[config.mk]
export PLATFORM = sky130hd
export DESIGN_NAME = dbgw_write_check
export DESIGN_NICKNAME = d
export VERILOG_FILES = /design/src/hdl/dbgw_pkg.sv /design/src/hdl/dbgw_write_check.sv
export SDC_FILE = /design/constraint.sdc
export NUM_CORES = 1
export LEC_CHECK = 0
export ABC_AREA = 1
export BUFFER_PORTS_ARGS = -buffer_cell sky130_fd_sc_hd__buf_2
export CORE_AREA = 5 5 191 193
export DETAILED_ROUTE_END_ITERATION = 6
export DIE_AREA = 0 0 196 198
export GPL_ROUTABILITY_DRIVEN = 0
export PLACE_DENSITY_LB_ADDON = 0.25
export SETUP_SLACK_MARGIN = 0.1
export SYNTH_ARGS = -nofsm -noshare
export SYNTH_HDL_FRONTEND = slang
export SYNTH_SLANG_ARGS = --single-unit
export TNS_END_PERCENT = 50
[constraint.sdc]
create_clock -name core_clk -period 1.75 [get_ports core_clk]
set_input_delay 0.2625 -clock core_clk [delete_from_list [all_inputs] [get_ports core_clk]]
set_output_delay 0.2625 -clock core_clk [all_outputs]
set_load 0.05 [all_outputs]
[src/hdl/dbgw_pkg.sv]
package dbgw_pkg;

   // ----------------------------------------
   // Operation select and widths
   // ----------------------------------------
   localparam logic [31:0] LEAF_DEBUG_WRITE = 32'h0000_0005;
   localparam int          ADDR_W           = 64;
   localparam int          DATA_W           = 64;
   localparam int          PTYPE_W          = 8;
   localparam int          EID_W            = 16;

   // ----------------------------------------
   // Alignment, canonical and page offsets
   // ----------------------------------------
   localparam logic [63:0] ALIGN8_MASK      = 64'h0000_0000_0000_0007;
   localparam logic [63:0] ALIGN4_MASK      = 64'h0000_0000_0000_0003;
   localparam logic [63:0] THREAD_WORD_MASK = 64'h0000_0000_0000_0FF8;
   localparam int          CANON_MSB        = 47;
   localparam logic [7:0]  BYTES_WIDE       = 8'hFF;
   localparam logic [7:0]  BYTES_NARROW     = 8'h0F;

   // ----------------------------------------
   // Page types in the page map entry
   // ----------------------------------------
   localparam logic [7:0] PT_REGULAR = 8'h01;
   localparam logic [7:0] PT_THREAD  = 8'h02;

   // ----------------------------------------
   // Fault kinds and result
   // ----------------------------------------
   typedef enum logic [1:0] {
      DBGW_FLT_NONE = 2'h0,
      DBGW_FLT_PROT = 2'h1,
      DBGW_FLT_PAGE = 2'h2
   } dbgw_fault_e;

   typedef struct packed {
      logic        valid;
      logic        is_regular;
      logic        is_thread;
      logic [15:0] enclave_id;
   } dbgw_map_entry_s;

   typedef struct packed {
      dbgw_fault_e fault;
      logic [63:0] fault_addr;
      logic [15:0] error_code;
   } dbgw_result_s;

   typedef enum logic [4:0] {
      DBGW_IDLE   = 5'b00001,
      DBGW_MAP    = 5'b00010,
      DBGW_ATTR   = 5'b00100,
      DBGW_WRITE  = 5'b01000,
      DBGW_DONE   = 5'b10000
   } dbgw_state_e;

endpackage

[src/hdl/dbgw_write_check.sv]
`timescale 1ns/1ps
module dbgw_write_check #(
   parameter logic [63:0] THREAD_FLAGS_OFFSET = 64'h0000_0000_0000_0008
) (
   // Clock and reset
   input  wire logic                      core_clk,
   input  wire logic                      sys_rst,
   // Instruction issue
   input  wire logic                      issue_valid,
   input  wire logic [31:0]               leaf_code,
   input  wire logic [1:0]                current_privilege_level,
   input  wire logic                      long_mode_active_bit,
   input  wire logic                      code_long_bit,
   input  wire logic [63:0]               target_pointer_register,
   input  wire logic [63:0]               write_data_register,
   input  wire logic                      seg_violation,
   input  wire logic                      seg_unusable,
   output logic                           issue_ready,
   // Completion
   output logic                           done_pulse,
   output dbgw_pkg::dbgw_result_s         result,
   // Page map lookup
   output logic                           map_req,
   output logic [63:0]                    map_addr,
   input  wire logic                      map_ack,
   input  wire logic                      in_page_cache,
   input  wire logic                      map_busy,
   input  wire dbgw_pkg::dbgw_map_entry_s map_entry,
   input  wire logic [7:0]                page_permission_bits,
   // Enclave control structure attribute lookup
   output logic                           attr_req,
   output logic [15:0]                    owning_enclave_pointer,
   input  wire logic                      attr_ack,
   input  wire logic                      attr_debug,
   // Memory write
   output logic                           mem_wr,
   output logic [63:0]                    mem_addr,
   output logic [63:0]                    mem_data,
   output logic [7:0]                     mem_byte_en,
   input  wire logic                      mem_ack
);

   // ----------------------------------------
   // State
   // ----------------------------------------
   dbgw_pkg::dbgw_state_e  state_reg, state_next;
   dbgw_pkg::dbgw_result_s result_reg, result_next;
   logic        wide_mode_flag_reg, wide_mode_flag_next;
   logic [63:0] addr_reg, addr_next;
   logic [63:0] data_reg, data_next;
   logic [15:0] eid_reg, eid_next;
   logic        done_reg, done_next;

   logic        wide_now;
   logic        misaligned;
   logic        non_canonical;
   logic [16:0] canon_top;
   logic        thread_bad;

   assign wide_now = long_mode_active_bit & code_long_bit;

   assign misaligned = wide_now ? ((target_pointer_register & dbgw_pkg::ALIGN8_MASK) != 64'h0)
                                : ((target_pointer_register & dbgw_pkg::ALIGN4_MASK) != 64'h0);

   assign canon_top     = target_pointer_register[63:dbgw_pkg::CANON_MSB];
   assign non_canonical = wide_now & (canon_top != 17'h0) & (canon_top != 17'h1FFFF);

   assign thread_bad = (addr_reg & dbgw_pkg::THREAD_WORD_MASK) !=
                       (THREAD_FLAGS_OFFSET & dbgw_pkg::THREAD_WORD_MASK);

   // ----------------------------------------
   // Next state
   // ----------------------------------------
   always_comb begin
      state_next          = state_reg;
      result_next         = result_reg;
      wide_mode_flag_next = wide_mode_flag_reg;
      addr_next           = addr_reg;
      data_next           = data_reg;
      eid_next            = eid_reg;
      done_next           = 1'b0;
      case (state_reg)
         dbgw_pkg::DBGW_IDLE: begin
            if (issue_valid && leaf_code == dbgw_pkg::LEAF_DEBUG_WRITE) begin
               wide_mode_flag_next    = wide_now;
               addr_next              = target_pointer_register;
               // upper half cleared in narrow mode
               data_next              = wide_now ? write_data_register : {32'h0, write_data_register[31:0]};
               result_next.fault      = dbgw_pkg::DBGW_FLT_NONE;
               result_next.fault_addr = 64'h0;
               result_next.error_code = 16'h0;
               state_next             = dbgw_pkg::DBGW_MAP;
               if (current_privilege_level != 2'h0) begin
                  result_next.fault = dbgw_pkg::DBGW_FLT_PROT;
                  state_next        = dbgw_pkg::DBGW_DONE;
               end else if (misaligned || non_canonical || seg_violation || seg_unusable) begin
                  result_next.fault = dbgw_pkg::DBGW_FLT_PROT;
                  state_next        = dbgw_pkg::DBGW_DONE;
               end
            end
         end
         dbgw_pkg::DBGW_MAP: begin
            if (map_ack) begin
               if (!in_page_cache) begin
                  result_next.fault      = dbgw_pkg::DBGW_FLT_PAGE;
                  result_next.fault_addr = addr_reg;
                  state_next             = dbgw_pkg::DBGW_DONE;
               end else if (map_busy) begin
                  result_next.fault = dbgw_pkg::DBGW_FLT_PROT;
                  state_next        = dbgw_pkg::DBGW_DONE;
               end else if (!map_entry.valid ||
                            !(map_entry.is_regular || map_entry.is_thread)) begin
                  result_next.fault      = dbgw_pkg::DBGW_FLT_PAGE;
                  result_next.fault_addr = addr_reg;
                  state_next             = dbgw_pkg::DBGW_DONE;
               end else if (map_entry.is_thread && thread_bad) begin
                  result_next.fault = dbgw_pkg::DBGW_FLT_PROT;
                  state_next        = dbgw_pkg::DBGW_DONE;
               end else begin
                  eid_next   = map_entry.enclave_id;
                  state_next = dbgw_pkg::DBGW_ATTR;
               end
            end
         end
         dbgw_pkg::DBGW_ATTR: begin
            if (attr_ack) begin
               if (!attr_debug) begin
                  result_next.fault = dbgw_pkg::DBGW_FLT_PROT;
                  state_next        = dbgw_pkg::DBGW_DONE;
               end else begin
                  state_next = dbgw_pkg::DBGW_WRITE;
               end
            end
         end
         dbgw_pkg::DBGW_WRITE: begin
            if (mem_ack) begin
               state_next = dbgw_pkg::DBGW_DONE;
            end
         end
         dbgw_pkg::DBGW_DONE: begin
            done_next  = 1'b1;
            state_next = dbgw_pkg::DBGW_IDLE;
         end
         default: begin
            state_next = dbgw_pkg::DBGW_IDLE;
         end
      endcase
   end

   // ----------------------------------------
   // Registers
   // ----------------------------------------
   always_ff @(posedge core_clk) begin
      if (sys_rst) begin
         state_reg          <= dbgw_pkg::DBGW_IDLE;
         result_reg         <= '0;
         wide_mode_flag_reg <= 1'b0;
         addr_reg           <= 64'h0;
         data_reg           <= 64'h0;
         eid_reg            <= 16'h0;
         done_reg           <= 1'b0;
      end else begin
         state_reg          <= state_next;
         result_reg         <= result_next;
         wide_mode_flag_reg <= wide_mode_flag_next;
         addr_reg           <= addr_next;
         data_reg           <= data_next;
         eid_reg            <= eid_next;
         done_reg           <= done_next;
      end
   end

   // ----------------------------------------
   // Outputs
   // ----------------------------------------
   // permission bits never read; they stay unconnected on purpose
   assign issue_ready            = (state_reg == dbgw_pkg::DBGW_IDLE);
   assign done_pulse             = done_reg;
   assign result                 = result_reg;
   assign map_req                = (state_reg == dbgw_pkg::DBGW_MAP);
   assign map_addr               = addr_reg;
   assign attr_req               = (state_reg == dbgw_pkg::DBGW_ATTR);
   assign owning_enclave_pointer = eid_reg;
   assign mem_wr                 = (state_reg == dbgw_pkg::DBGW_WRITE);
   assign mem_addr               = addr_reg;
   assign mem_data    = data_reg;
   assign mem_byte_en = wide_mode_flag_reg ? dbgw_pkg::BYTES_WIDE : dbgw_pkg::BYTES_NARROW;
endmodule

==> flow_metrics.env <==
export IMPL_multi_input_area_sq_mm=0.00428
export IMPL_mostFrequentLayoutCell="buf_2"
export IMPL_nets=1908
export IMPL_wire_per_inst_um=17.1
export IMPL_grt_overflow_total=0
export IMPL_syn_cell_area_sq_mm=0.00960
export IMPL_critPathArrivalTime_ps=2180
export IMPL_power_uw=28300
export IMPL_start_kind="register"
export IMPL_crit_required_ps=2130
export IMPL_grt_setup_unrepaired="yes"
export IMPL_finClkSkew_ps=13.0
export IMPL_clock_sinks=217
export IMPL_period_share_pct=103
export IMPL_grt_pass1_vias=9469
export IMPL_drv_cap=0
export IMPL_p_leak_uw=0.00687
export IMPL_whs_ps=27.2
export IMPL_final_cell_mix="468 x buf_2, 205 x dfxtp_1, 155 x a21oi_1, 121 x nand2_1, 118 x inv_1"
export IMPL_crit_type="register to register"
export IMPL_clock_path_buffers=3
export IMPL_drtPass1Iterations=4
export IMPL_worstHoldPathType="input pin to register"
export IMPL_cp_max_fo=8
export IMPL_finalCoreUtilization_pct=44.0
export IMPL_syn_avg_cell_area_sq_um=8.10
export IMPL_finalSetupViolations=41
export IMPL_root_buffer="clkbuf_16"
export IMPL_relSlewSlack_pct=59.1
export IMPL_power_density_mw_per_mm2=1870
export IMPL_cts_buffers=26
export IMPL_vias=9733
export IMPL_yosysTopAreaCell="dfxtp_1"
export IMPL_worst_pin_slew_ps=614
export IMPL_die_w_um=196
export IMPL_synth_distinct_cells=33
export IMPL_violations="negative setup slack"
export IMPL_die_h_um=198
export IMPL_antenna_found_initial=5
export IMPL_synth_area_leaders="dfxtp_1 45%, a21oi_1 11%, buf_4 7.1%, o21ai_0 6.0%, nor3_2 5.6%"
export IMPL_clkTransAtPathRegs_ps=60
export IMPL_drt_iter0_drc=328
export IMPL_ir_drop_mv=1.79
export IMPL_slew_violations=0
export IMPL_grt_max_degree=100
export IMPL_status="complete, but fails checks"
export IMPL_ys_ff_latch=217
export IMPL_netlist_area_leader_share_pct=45.2
export IMPL_drc=0
export IMPL_grt_pass1_wl_um=53600
export IMPL_synth_seq_area_share_pct=45.2
export IMPL_routed_via_density=4.46
export IMPL_numPortBuffers=476
export IMPL_critPathCaptureType="register"
export IMPL_finalHoldViolations=0
export IMPL_largest_reg_flops=66
export IMPL_ant_nets=0
export IMPL_ff_latch_area_sq_mm=0.00436
export IMPL_setup_slack_ps=-47.9
export IMPL_cts_tree="built"
export IMPL_start_util_pct=27.9
export IMPL_fill_cells=3433
export IMPL_area_growth_pct=57.7
export IMPL_cts_max_level=1
export IMPL_clk_latency_ps=530
export IMPL_post_dp_hpwl_um=24900
export IMPL_synth_cells=1185
export IMPL_core_sq_mm=0.0344
export IMPL_grtUsageTotal_pct=17.1
export IMPL_drt_wl_total_um=37400
export IMPL_finalCriticalPeriod_ps=1800
export IMPL_io_pins=505
export IMPL_rows=68
export IMPL_die_area_sq_mm=0.0388
export IMPL_yosysWarnings=0
export IMPL_drive_gt1_share_pct=46.6
export IMPL_clock_fmax_mhz=556
[area by class of cell]
cell class | instances | area share (%)
clock inverters | 7 | 0.413
inverters | 128 | 3.31
clock buffers | 41 | 5.40
multi-input cells | 691 | 28.2
flip-flops and latches | 217 | 28.8
repair buffers | 640 | 29.9
well taps | 455 | 3.76
repair inverters | 2 | 0.0744
diodes | 3 | 0.0496
[worst max-delay path: stages (launching register included)]
cell	delay (ps)
dfxtp_4	380
inv_4	40
nor2_4	110
nand3_4	100
inv_8	90
buf_6	110
nand2_4	60
o21ai_4	70
nor2_4	50
buf_12	150
buf_8	130
clkbuf_16	170
nand4_1	100
a21oi_1	70
[path summary, 6_finish.rpt]
check	cells past startpoint	slack (ps)	endpoint	from
min	3	30	map_addr[17]$_SDFFE_PP0P_	target_pointer_register[17]
max reg2reg	13	-50	result[76]$_SDFFE_PP0P_	state_reg[1]$_SDFFE_PP0P_
min reg2reg	2	440	mem_data[1]$_SDFFE_PP0P_	mem_data[1]$_SDFFE_PP0P_
max	13	-50	result[76]$_SDFFE_PP0P_	state_reg[1]$_SDFFE_PP0P_
[per-stage QoR]
step / worst slack (ps) / instance area [sq um] / std cells / setup TNS [ps]
floorplan: 101 / 9680 / 1203 / 0
global placement: -318 / 12000 / 2004 / -2130
detailed placement: -355 / 12000 / 2004 / -4590
CTS: -42.0 / 14300 / 2161 / -1030
global route: -122 / 15100 / 2182 / -8120
finish: -47.9 / 15100 / 2184 / -925
[power by group]
part	total [uW]	internal, uW	switching, uW	leakage (uW)
Sequential	6310	5780	528	0.00176
Combinational	16500	6610	9880	0.00467
Clock	5520	3340	2180	0.000437
[synth_stat cells]
cell type  number
buf_4          91
a21oi_1       202
clkinv_1        1
buf_2          26
nand3_1        11
and3_1          1
nand4_1         7
clkbuf_1       36
o21ai_0       116
nand3_2         1
inv_4           1
nand3_4         2
o211ai_1        1
nor3_1          5
dfxtp_1       217
buf_6          13
o21bai_1        1
inv_2           2
nor2_1         81
clkinv_2        1
conb_1          2
buf_1           1
nand3b_1        1
buf_8           1
and2_1          2
nand2_2         2
o21ai_2         1
inv_1         123
nor2_4          4
a21oi_2        53
nand2_1       123
nor2_2          2
nor3_2         54
[kinds of logic (layout without fill, tap and decap cells)]
logic type	count (synthesis)	after routing	share of synthesized area (%)
buf+inv	296	818	16.6
simple gates	296	297	16.4
flops	217	217	45.2
other cells	2	23	0.0782
compound gates	374	374	21.7
[per-layer routing]
layer	track usage [%]	up-vias	wire [um]
met3	4.44	63	2610
met2	30.4	325	18600
met1	20.5	4521	15100
met5	0	-	44
li1	-	4818	-
met4	4.47	6	1050
[what timing repair did]
action | 4_1_cts | 5_1_grt
pin swaps | 8 | 20
cloned | 6 | 12
setup endpoints to repair | 73 | 216
resized for setup | 97 | 110
endpoints found under the hold margin | 88 | 0
setup buffers | 15 | 8
hold buffers | 88 | 0
(Power assumes the default switching activity.)
